<file path="config.mk">
export PLATFORM = sky130hd
export DESIGN_NAME = pm2_pwm
export DESIGN_NICKNAME = d
export VERILOG_FILES = /design/src/pm2_pkg.sv /design/src/pm2_pwm.sv /design/src/pm2_prescaler.sv
export SDC_FILE = /design/constraint.sdc
export NUM_CORES = 1
export LEC_CHECK = 0
export ABC_AREA = 0
export CELL_PAD_IN_SITES_DETAIL_PLACEMENT = 1
export CELL_PAD_IN_SITES_GLOBAL_PLACEMENT = 1
export CORE_MARGIN = 3
export CORE_UTILIZATION = 50
export CTS_CLUSTER_DIAMETER = 60
export DETAILED_ROUTE_END_ITERATION = 10
export DONT_BUFFER_PORTS = 1
export HOLD_SLACK_MARGIN = 0.06
export PLACE_DENSITY_LB_ADDON = 0.1
export SLEW_MARGIN = 40
export SYNTH_ARGS = -nofsm -noshare
export SYNTH_HDL_FRONTEND = slang
export SYNTH_SLANG_ARGS = --single-unit
</file>
<file path="constraint.sdc">
create_clock -name i_clk_sys -period 5.9 [get_ports i_clk_sys]
set_input_delay 0.885 -clock i_clk_sys [delete_from_list [all_inputs] [get_ports i_clk_sys]]
set_output_delay 0.885 -clock i_clk_sys [all_outputs]
set_load 0.02 [all_outputs]
</file>
<file path="src/pm2_pkg.sv">
// pm2_pkg: register map, field positions, reset values and divider
// settings shared by the two-channel pwm block and its prescaler.
// assumes a 32-bit apb bus with byte addresses.
package pm2_pkg;

  // ****************************************
  // register byte offsets
  // ****************************************
  localparam logic [7:0] PM2_OFF_CTRL = 8'h00;
  localparam logic [7:0] PM2_OFF_COUNT_START = 8'h04;
  localparam logic [7:0] PM2_OFF_SYNC_START = 8'h08;
  localparam logic [7:0] PM2_OFF_PERIOD = 8'h0c;
  localparam logic [7:0] PM2_OFF_COMPARE_A = 8'h10;
  localparam logic [7:0] PM2_OFF_COMPARE_B = 8'h14;
  localparam logic [7:0] PM2_OFF_BUFFER_C = 8'h18;
  localparam logic [7:0] PM2_OFF_BUFFER_D = 8'h1c;
  localparam logic [7:0] PM2_OFF_COUNT = 8'h20;
  localparam logic [7:0] PM2_OFF_STATUS = 8'h24;

  // ****************************************
  // field positions
  // ****************************************
  // pwm_mode_reg lives in ctrl bit 0
  localparam int PM2_CTRL_MODE = 0;
  localparam int PM2_CTRL_BUF = 1;
  localparam int PM2_CTRL_PSC = 2;
  localparam int PM2_CTRL_IE_PER = 4;
  localparam int PM2_CTRL_IE_A = 5;
  localparam int PM2_CTRL_IE_B = 6;
  localparam int PM2_START_CH_ZERO = 0;
  localparam int PM2_START_CH_ONE = 1;
  localparam int PM2_STAT_OUT_A = 0;
  localparam int PM2_STAT_OUT_B = 1;
  localparam int PM2_STAT_RUN0 = 2;
  localparam int PM2_STAT_RUN1 = 3;
  localparam int PM2_COUNT_HI = 16;

  // ****************************************
  // reset values and prescaler
  // ****************************************
  localparam logic [15:0] PM2_RST_PERIOD = 16'hffff;
  localparam logic [15:0] PM2_RST_COMPARE = 16'hffff;
  localparam logic [1:0] PM2_RST_PSC = 2'h0;
  localparam logic PM2_INIT_LEVEL = 1'b0;
  // divide by 1, 2, 4, 8: tick when the low bits of the count are all ones
  localparam logic [2:0] PM2_PSC_MASK_DIV1 = 3'h0;
  localparam logic [2:0] PM2_PSC_MASK_DIV2 = 3'h1;
  localparam logic [2:0] PM2_PSC_MASK_DIV4 = 3'h3;
  localparam logic [2:0] PM2_PSC_MASK_DIV8 = 3'h7;

endpackage

</file>
<file path="src/pm2_pwm.sv">
// pm2_pwm: two cooperating timer channels in two-register pwm mode with an
// apb register slave. the period channel clears both counters; the output
// channel's compare registers set each pin high.
// assumes an apb master on i_clk_sys and pins driving a load directly.
//
// The register offsets and register access over APB were chosen for this implementation.
`timescale 1ns/10ps

// How it works
// - duty spans zero to all but one tick from compares
// - period match clears counter, outputs low
// - duty match drives its output high
// - mode write drives initial low level
// - counter clear copies buffers into compares
// - clear during buffer write moves old value
// - write and match together: both happen
// - larger rewrite may match again this period
// - second match while high changes nothing
// - match interrupts when their enables set
// - sync start bits start both together
// - count start bits start both together
// - unbuffered compare write takes effect directly
module pm2_pwm
  import pm2_pkg::*;
#(
  parameter int CNT_W = 16
) (
  input wire logic i_clk_sys,
  input wire logic i_rst,
  input wire logic i_psel,
  input wire logic i_penable,
  input wire logic i_pwrite,
  input wire logic [7:0] i_paddr,
  input wire logic [31:0] i_pwdata,
  output logic [31:0] o_prdata,
  output logic o_pready,
  output logic o_pslverr,
  output logic o_pwm_a,
  output logic o_pwm_b,
  output logic o_pwm_oe,
  output logic o_period_match_irq,
  output logic o_duty_a_match_irq,
  output logic o_duty_b_match_irq
);
  import pm2_pkg::*;

  // ****************************************
  // checks and state
  // ****************************************
  if (CNT_W < 2 || CNT_W > 16) begin : g_bad_width
    $error("CNT_W must be 2 to 16");
  end

  typedef struct packed {
    logic mode;
    logic buf_en;
    logic [1:0] psc;
    logic [2:0] ie;
    logic run0;
    logic run1;
    logic [CNT_W-1:0] cnt0;
    logic [CNT_W-1:0] cnt1;
    logic [CNT_W-1:0] period;
    logic [CNT_W-1:0] compare_reg_a;
    logic [CNT_W-1:0] compare_reg_b;
    logic [CNT_W-1:0] buffer_reg_c;
    logic [CNT_W-1:0] buffer_reg_d;
    logic out_a;
    logic out_b;
    logic [2:0] irq;
    logic [31:0] rdata;
  } pm2_state_t;

  pm2_state_t s_q;
  pm2_state_t s_d;
  logic tick;
  logic acc;
  logic wr;
  logic mapped;
  logic per_match;
  logic match_a;
  logic match_b;
  logic [CNT_W-1:0] wdat;

  pm2_prescaler u_psc (
    .i_clk_sys(i_clk_sys),
    .i_rst(i_rst),
    .i_sel(s_q.psc),
    .o_tick(tick)
  );

  // ****************************************
  // bus decode
  // ****************************************
  always_comb begin
    case (i_paddr)
      PM2_OFF_CTRL, PM2_OFF_COUNT_START, PM2_OFF_SYNC_START, PM2_OFF_PERIOD,
      PM2_OFF_COMPARE_A, PM2_OFF_COMPARE_B, PM2_OFF_BUFFER_C,
      PM2_OFF_BUFFER_D, PM2_OFF_COUNT, PM2_OFF_STATUS: mapped = 1'b1;
      default: mapped = 1'b0;
    endcase
  end

  // one wait-free access phase: read data is captured during setup
  assign acc = i_psel & i_penable;
  assign wr = acc & i_pwrite & mapped;
  assign wdat = i_pwdata[CNT_W-1:0];
  assign o_pready = acc;
  assign o_pslverr = acc & ~mapped;
  assign o_prdata = s_q.rdata;

  // ****************************************
  // compare matches
  // ****************************************
  // matches look at the stored compare value, so a write in the same
  // cycle still lets the match through and stores the new value
  assign per_match = s_q.run1 & tick & (s_q.cnt1 == s_q.period);
  assign match_a = s_q.run0 & tick & (s_q.cnt0 == s_q.compare_reg_a);
  assign match_b = s_q.run0 & tick & (s_q.cnt0 == s_q.compare_reg_b);

  // ****************************************
  // next state
  // ****************************************
  always_comb begin
    s_d = s_q;
    s_d.irq = '0;

    // counters; the period clear pulls the output channel along
    if (per_match) begin
      s_d.cnt1 = '0;
      s_d.cnt0 = '0;
    end else begin
      if (s_q.run1 && tick) begin
        s_d.cnt1 = s_q.cnt1 + 1'b1;
      end
      if (s_q.run0 && tick) begin
        s_d.cnt0 = s_q.cnt0 + 1'b1;
      end
    end

    // outputs: clear wins, so a compare above the period gives 0% and a
    // compare of zero goes high one tick after the clear, low for only that tick
    if (!s_q.mode) begin
      s_d.out_a = PM2_INIT_LEVEL;
      s_d.out_b = PM2_INIT_LEVEL;
    end else if (per_match) begin
      s_d.out_a = 1'b0;
      s_d.out_b = 1'b0;
    end else begin
      if (match_a) begin
        s_d.out_a = 1'b1;
      end
      if (match_b) begin
        s_d.out_b = 1'b1;
      end
    end

    s_d.irq[0] = per_match & s_q.ie[0];
    s_d.irq[1] = match_a & s_q.ie[1];
    s_d.irq[2] = match_b & s_q.ie[2];

    // transfer reads the old buffer contents even if written now
    if (s_q.buf_en && per_match) begin
      s_d.compare_reg_a = s_q.buffer_reg_c;
      s_d.compare_reg_b = s_q.buffer_reg_d;
    end

    // register writes; a direct compare write beats a same-cycle transfer
    if (wr) begin
      case (i_paddr)
        PM2_OFF_CTRL: begin
          s_d.mode = i_pwdata[PM2_CTRL_MODE];
          s_d.buf_en = i_pwdata[PM2_CTRL_BUF];
          s_d.psc = i_pwdata[PM2_CTRL_PSC +: 2];
          s_d.ie = i_pwdata[PM2_CTRL_IE_PER +: 3];
          if (i_pwdata[PM2_CTRL_MODE]) begin
            s_d.out_a = PM2_INIT_LEVEL;
            s_d.out_b = PM2_INIT_LEVEL;
          end
        end
        PM2_OFF_COUNT_START: begin
          s_d.run0 = i_pwdata[PM2_START_CH_ZERO];
          s_d.run1 = i_pwdata[PM2_START_CH_ONE];
        end
        PM2_OFF_SYNC_START: begin
          // set-only: a zero bit leaves its channel as it was
          if (i_pwdata[PM2_START_CH_ZERO]) begin
            s_d.run0 = 1'b1;
          end
          if (i_pwdata[PM2_START_CH_ONE]) begin
            s_d.run1 = 1'b1;
          end
        end
        PM2_OFF_PERIOD: s_d.period = wdat;
        PM2_OFF_COMPARE_A: s_d.compare_reg_a = wdat;
        PM2_OFF_COMPARE_B: s_d.compare_reg_b = wdat;
        PM2_OFF_BUFFER_C: s_d.buffer_reg_c = wdat;
        PM2_OFF_BUFFER_D: s_d.buffer_reg_d = wdat;
        default: s_d.mode = s_q.mode;
      endcase
    end

    // read capture in the setup cycle keeps prdata a flop output
    if (i_psel && !i_penable) begin
      s_d.rdata = '0;
      case (i_paddr)
        PM2_OFF_CTRL: begin
          s_d.rdata[PM2_CTRL_MODE] = s_q.mode;
          s_d.rdata[PM2_CTRL_BUF] = s_q.buf_en;
          s_d.rdata[PM2_CTRL_PSC +: 2] = s_q.psc;
          s_d.rdata[PM2_CTRL_IE_PER +: 3] = s_q.ie;
        end
        PM2_OFF_COUNT_START: s_d.rdata[1:0] = {s_q.run1, s_q.run0};
        PM2_OFF_PERIOD: s_d.rdata[CNT_W-1:0] = s_q.period;
        PM2_OFF_COMPARE_A: s_d.rdata[CNT_W-1:0] = s_q.compare_reg_a;
        PM2_OFF_COMPARE_B: s_d.rdata[CNT_W-1:0] = s_q.compare_reg_b;
        PM2_OFF_BUFFER_C: s_d.rdata[CNT_W-1:0] = s_q.buffer_reg_c;
        PM2_OFF_BUFFER_D: s_d.rdata[CNT_W-1:0] = s_q.buffer_reg_d;
        PM2_OFF_COUNT: begin
          s_d.rdata[CNT_W-1:0] = s_q.cnt0;
          s_d.rdata[PM2_COUNT_HI +: CNT_W] = s_q.cnt1;
        end
        PM2_OFF_STATUS: begin
          s_d.rdata[PM2_STAT_OUT_A] = s_q.out_a;
          s_d.rdata[PM2_STAT_OUT_B] = s_q.out_b;
          s_d.rdata[PM2_STAT_RUN0] = s_q.run0;
          s_d.rdata[PM2_STAT_RUN1] = s_q.run1;
        end
        default: s_d.rdata = '0;
      endcase
    end
  end

  // ****************************************
  // state register
  // ****************************************
  always_ff @(posedge i_clk_sys) begin
    if (i_rst) begin
      s_q <= '0;
      s_q.psc <= PM2_RST_PSC;
      s_q.period <= PM2_RST_PERIOD[CNT_W-1:0];
      s_q.compare_reg_a <= PM2_RST_COMPARE[CNT_W-1:0];
      s_q.compare_reg_b <= PM2_RST_COMPARE[CNT_W-1:0];
      s_q.buffer_reg_c <= PM2_RST_COMPARE[CNT_W-1:0];
      s_q.buffer_reg_d <= PM2_RST_COMPARE[CNT_W-1:0];
    end else begin
      s_q <= s_d;
    end
  end

  assign o_pwm_a = s_q.out_a;
  assign o_pwm_b = s_q.out_b;
  assign o_pwm_oe = s_q.mode;
  assign o_period_match_irq = s_q.irq[0];
  assign o_duty_a_match_irq = s_q.irq[1];
  assign o_duty_b_match_irq = s_q.irq[2];

  logic wr_ca;
  logic wr_bc;
  assign wr_ca = wr && i_paddr == PM2_OFF_COMPARE_A;
  assign wr_bc = wr && i_paddr == PM2_OFF_BUFFER_C;
endmodule

</file>
<file path="src/pm2_prescaler.sv">
// pm2_prescaler: makes the count-clock enable pulse from the system clock.
// assumes i_sel comes from a register on the same clock.
`timescale 1ns/10ps
module pm2_prescaler
  import pm2_pkg::*;
(
  input wire logic i_clk_sys,
  input wire logic i_rst,
  input wire logic [1:0] i_sel,
  output logic o_tick
);
  import pm2_pkg::*;

  typedef struct packed {
    logic [2:0] cnt;
  } pm2_psc_state_t;

  pm2_psc_state_t s_q;
  pm2_psc_state_t s_d;
  logic [2:0] mask;

  always_comb begin
    case (i_sel)
      2'h0: mask = PM2_PSC_MASK_DIV1;
      2'h1: mask = PM2_PSC_MASK_DIV2;
      2'h2: mask = PM2_PSC_MASK_DIV4;
      default: mask = PM2_PSC_MASK_DIV8;
    endcase
  end

  // free running so both channels see the very same tick
  always_comb begin
    s_d = s_q;
    s_d.cnt = s_q.cnt + 3'h1;
  end

  assign o_tick = ((s_q.cnt & mask) == mask);

  always_ff @(posedge i_clk_sys) begin
    if (i_rst) begin
      s_q <= '0;
    end else begin
      s_q <= s_d;
    end
  end

endmodule

</file>
### Word level (Yosys, flattened, before mapping)

Index checks and enable logic that the tools add are counted.

| cells by class | value |
|---|---|
| equal/unequal tests | 17 |
| add/sub/neg operators | 3 |
| bitwise logic cells | 14 |
| reduce and logical (&&, ||, !) cells | 16 |
| muxes and demuxes | 22 |

Operators by type and width:

| operator | count |
|---|---|
| $mux 16 | 5 |
| $mux 66 | 1 |
| $pmux 9 s6 | 1 |
| $eq 16x16->1 | 3 |
| $add 16x1->16 const B | 2 |
| $eq 8x5->1 const B | 4 |
| $mux 32 | 1 |
| $pmux 3 s7 | 1 |
| $pmux 2 s9 | 1 |
| $eq 8x4->1 const B | 2 |
| $eq 8x6->1 const B | 2 |
| $pmux 2 s8 | 1 |
| $and 1x1->1 | 12 |
| $reduce_or 10->1 | 1 |
| $pmux 3 s3 | 1 |
| $eq 8x3->1 const B | 1 |
| $logic_not 8->1 | 1 |
| $mux 2 | 4 |
| $reduce_and 2->1 | 4 |
| $reduce_and 3->1 | 2 |
| $mux 1 | 5 |
| $logic_and 1x1->1 | 4 |
| $ne 2x2->1 const B | 2 |
| $pmux 2 s2 | 1 |
| other kinds (10) | 10 |

| storage, ports and cells | value |
|---|---|
| register bits after elaboration | 161 |
| word-level logic and storage cells | 90 |
| input port bits | 45 |
| output and inout port bits | 40 |

### Longest topological paths before layout

| logic depth | value |
|---|---|
| word-level depth | 12 |
| gate-level depth with buffers | 8 |
| mapped depth without buffers | 5 |

### Hierarchy

Synthesis repeated with hierarchy kept, for this count alone.

| second synthesis, totals | value |
|---|---|
| cells, all modules | 971 |
| area, all modules | 8,348.0 um2 |

Modules (own cells, without submodules):

| module | sequential area each (um2) | area an instance (um2) | instances | cells an instance |
|---|---|---|---|---|
| pm2_pwm | 3,163.0 | 8,232.9 | 1 | 959 |
| pm2_prescaler | 60.1 | 115.1 | 1 | 12 |

### Worst setup path after synthesis

OpenSTA, ideal clock, no wires.

| path | value |
|---|---|
| kind | input to output |
| from | input port i_paddr[7] |
| to | output port o_pslverr |
| data arrival time | 1.811 ns |
| stages on the path | 3 |
| data required time | 5.015 ns |
| setup slack | 3.204 ns |
| buffers on the path | 1 |
| cells stage by stage | nor4_4 > clkbuf_1 > a21boi_0 |

| between the ends | value |
|---|---|
| longest elaborated chain between the ends | 5 |
| elaborated cells on any way between the ends | 14 |
| classes of those cells | eq/ne (9); mux (1); bitwise (2); reduce/logical (2) |

RTL lines:

| element | line | RTL |
|---|---|---|
| start: declaration | pm2_pwm.sv:33 | `input wire logic [7:0] i_paddr,` |
| $eq 8x5->1, or another cell as far along | pm2_pwm.sv:96 | `case (i_paddr)` |
| $reduce_or 10->1 * | pm2_pwm.sv:96 |  |
| $mux 1 * | pm2_pwm.sv:96 |  |
| $not 1->1 * | pm2_pwm.sv:109 | `assign o_pslverr = acc & ~mapped;` |
| $and 1x1->1 * | pm2_pwm.sv:109 |  |
| end: declaration | pm2_pwm.sv:37 | `output logic o_pslverr,` |

Every way passes the cells marked *; elsewhere a longest branch is shown, timed or not.

### Worst setup path after layout

| path | value |
|---|---|
| from | register s_q[105] in the netlist's numbering |
| to | register s_q (netlist bit o_pwm_b) |

| between the ends | value |
|---|---|
| longest elaborated chain between the ends | 7 |

RTL lines:

| element | line | RTL |
|---|---|---|
| start: declaration | pm2_pwm.sv:74 | `pm2_state_t s_q;` |
| $eq 16x16->1 * | pm2_pwm.sv:117 | `assign per_match = s_q.run1 & tick & (s_q.cnt1 == s_q.period);` |
| $and 1x1->1 * | pm2_pwm.sv:117 |  |
| $mux 2 * | pm2_pwm.sv:146 | `end else if (per_match) begin` |
| $mux 2 * | pm2_pwm.sv:143 | `if (!s_q.mode) begin` |
| $mux 2 | pm2_pwm.sv:176 | `if (i_pwdata[PM2_CTRL_MODE]) begin` |
| $mux 2 | pm2_pwm.sv:170 | `case (i_paddr)` |
| $mux 66 * | pm2_pwm.sv:169 | `if (wr) begin` |

Marked as above.
A chain may end at the register's enable or synchronous reset.

==> results.cfg <==
[run_status]
status = finished, final reports clean

[clocking]
hold_buffers = 0
cts_buffers = 17
path_clk_slew_ns = 0.07
htreeDepth = 4
ctsLongestPathBuffers = 2
clk_latency_ns = 0.44
cts_setup_buffers = 0
cts_tree = done
postCtsResizedCells = 0
cts_root_buf = clkbuf_16
cts_num_sinks = 161

[worst_setup_path]
crit_fanout = 66
endpoint_kind = register
ff2ff_setup_slack_ns = 3.08
start_kind = register
reg2reg_depth = 6
worst_ep_required_time_ns = 6.19
crit_path_end = o_pwm_b
worstReg2RegEnd = o_pwm_b
critPathKind = reg -> reg
crit_arrival_ns = 3.11
critPathLaunch = s_q[105]
reg2reg_from = s_q[105]

[route]
firstDrtPassIters = 5
totalWireLength_um = 29300
num_vias = 7657
drcViolationCount = 0
antenna_left = 0
drt-vias-per-instance = 6.70
first_iter_violations = 657
wl_per_cell_um = 25.6

[timing]
finalCritPeriodShare_pct = 47.9
setup_viol = 0
min_period_ns = 2.82
maxSlewHeadroom_pct = 43.0
tns_ns = 0
worst_pin_slew_ns = 0.853
finalHoldViolCount = 0
max_freq_ghz = 0.354
fin_skew_ns = 0.0102
drv_slew = 0
rsz0062_at_grt = no

[global_routing]
grt_overflow = 0
grt_max_degree = 99
antenna_found_initial = 2
grt_pass1_wl_um = 45200
grt_usage_pct = 31.6
grt_pass1_vias = 7738

[place]
hpwl_um = 20100
finalWeightedCongestion = 0.904
portBuffers = 0

[die]
io_pins = 85
start_util_pct = 51.5
core_um2 = 16800
fp.dieH_um = 137
die_w_um = 137
die_area_um2 = 18900
rows = 47

[synth]
synthAdderAreaFrac_pct = 0.435
syn_avg_cell_area_um2 = 8.65
synth_area_leaders = dfxtp_1 37%, xnor2_1 5.6%, a41o_1 3.7%, nand2_1 3.7%, a211o_1 3.4%
synth_top_family_by_area = compound AO/OA/AOI/OAI gates
syn_nets = 1045
yosysUniqueCellTypes = 65
synth_top_area_share_pct = 37.4
synth_most_common_cell = dfxtp_1
synth_commonest_cells = 161 x dfxtp_1, 84 x nand2_1, 55 x xnor2_1
post-synth-top-area-cell = dfxtp_1
synth_area_um2 = 8620
yosysSeqAreaShare_pct = 37.4
synthSimpleGateAreaFrac_pct = 20.3
synth_flop_cell = dfxtp_1
yosys_warnings = 0
synth_xor_area_share_pct = 6.09
synth_compound_area_share_pct = 22.9
ys_ff_latch = 161
postSynth.asyncResetShare_pct = 0
synthMuxAreaShare_pct = 4.15
synth_edf_count = 0
synthCells = 997

[pwr]
p_seq_share_pct = 48.5
fin_total_pwr_mw = 2.27
switching_share_pct = 24.1
comb_power_share_pct = 3.3
vdd_drop_max_v = 0.000181
clockPowerShare_pct = 48.1
p_leak_nw = 3.25
power_density_nw_per_um2 = 253
intPower_mw = 1.72
switching_power_uw = 547

[finish]
utilization_pct = 53.6
syn2layout_area_growth_pct = 4.08
nets = 956
fillers = 1943
final_layout_size_suffix_gt1_share_pct = 7.60

[min_path]
hold_path.class = reg -> reg

[job]
drv_cap = 0
worst min-delay path by stage:
stage | startpoint | end | slack (ns) | cells past startpoint
global route | u_psc.s_q[0] | u_psc.s_q[0] | 0.51 | 1
floorplan | o_prdata[4] | o_prdata[4] | 0.43 | 2
finish | u_psc.s_q[0] | u_psc.s_q[0] | 0.47 | 1
CTS | u_psc.s_q[0] | u_psc.s_q[0] | 0.47 | 1
detailed placement | u_psc.s_q[0] | u_psc.s_q[0] | 0.46 | 1
global placement | u_psc.s_q[0] | u_psc.s_q[0] | 0.44 | 1
cells by family (layout without fill, tap and decap cells):
logic type / Yosys count / count (layout)
flops: 161 / 161
fa+ha+maj: 3 / 3
buf+inv: 157 / 81
xor+xnor: 60 / 60
other cells: 0 / 1
simple gates: 320 / 320
compound gates: 267 / 267
mux: 29 / 29
metrics by stage:
| stage | worst slack, ns | instance area, µm² | cells | hold slack [ns] |
|---|---|---|---|---|
| final | 3.08 | 8980 | 1142 | 0.473 |
| after CTS | 3.14 | 8970 | 1141 | 0.473 |
| after floorplan | 3.20 | 8620 | 997 | 0.426 |
| after global placement | 2.89 | 8370 | 1108 | 0.441 |
| after detailed placement | 2.65 | 8400 | 1109 | 0.459 |
| after global routing | 2.92 | 8970 | 1141 | 0.506 |
power groups by stage:
stage / clock network (mW) / registers (mW) / logic (mW)
2_1_floorplan: 0 / 1.12 / 0.0863
3_3_place_gp: 0 / 1.13 / 0.0714
3_5_place_dp: 0 / 1.13 / 0.0750
4_1_cts: 1.10 / 1.10 / 0.0752
5_1_grt: 1.16 / 1.10 / 0.0818
6_report: 1.09 / 1.10 / 0.0757
per-layer routing:
metal,up-vias,routed length (µm),part of all wire [%],track usage (%)
met3,76,2280,7.8,7.89
met4,2,914,3.1,12.2
li1,3439,-,-,-
met2,302,13400,46,50.5
met5,-,7,0.024,0
met1,3838,12600,43,41.2
final cells by class:
cell class	count	area, µm²	area share (%)
clock buffers	19	443	4.93
diodes	1	2.50	0.0279
well taps	220	275	3.07
flip-flops and latches	161	3220	35.9
clock inverters	13	128	1.42
multi-input cells	679	4680	52.2
inverters	39	146	1.63
repair buffers	10	75.1	0.836
registers in the layout (all words and copies together), names as in the netlist:
| signal | flops |
|---|---|
| o_pwm_b | 1 |
| u_psc.s_q | 3 |
| o_duty_b_match_irq | 1 |
| s_q | 120 |
| o_period_match_irq | 1 |
| o_pwm_a | 1 |
| o_pwm_oe | 1 |
| o_prdata | 32 |
| o_duty_a_match_irq | 1 |
cell usage in the layout, fill, tap and decap left out, types with 12 or more instances in the layout:
cell | Yosys | final
o31ai_1 | 13 | 13
a211o_1 | 33 | 33
clkbuf_16 | 0 | 17
nand3b_1 | 18 | 18
a41o_1 | 32 | 32
dfxtp_1 | 161 | 160
or4_1 | 12 | 12
a21oi_1 | 54 | 54
nor2_1 | 49 | 48
o21ai_0 | 22 | 22
o22a_1 | 32 | 32
xnor2_1 | 55 | 55
nand3_1 | 37 | 37
nand4_1 | 22 | 22
nand2_1 | 84 | 84
a31oi_1 | 32 | 32
nor2b_1 | 38 | 37
mux2i_1 | 20 | 20
inv_1 | 39 | 39
worst max-delay path, cell delays in order, from the launching register on:
cell and delay [ns]:
dfxtp_1 0.53, xnor2_1 0.18, nand4_1 0.15, nor4_2 0.28
buf_4 0.62, a21o_2 0.70, nor3_1 0.14
Power figures use the tool's default switching activity.
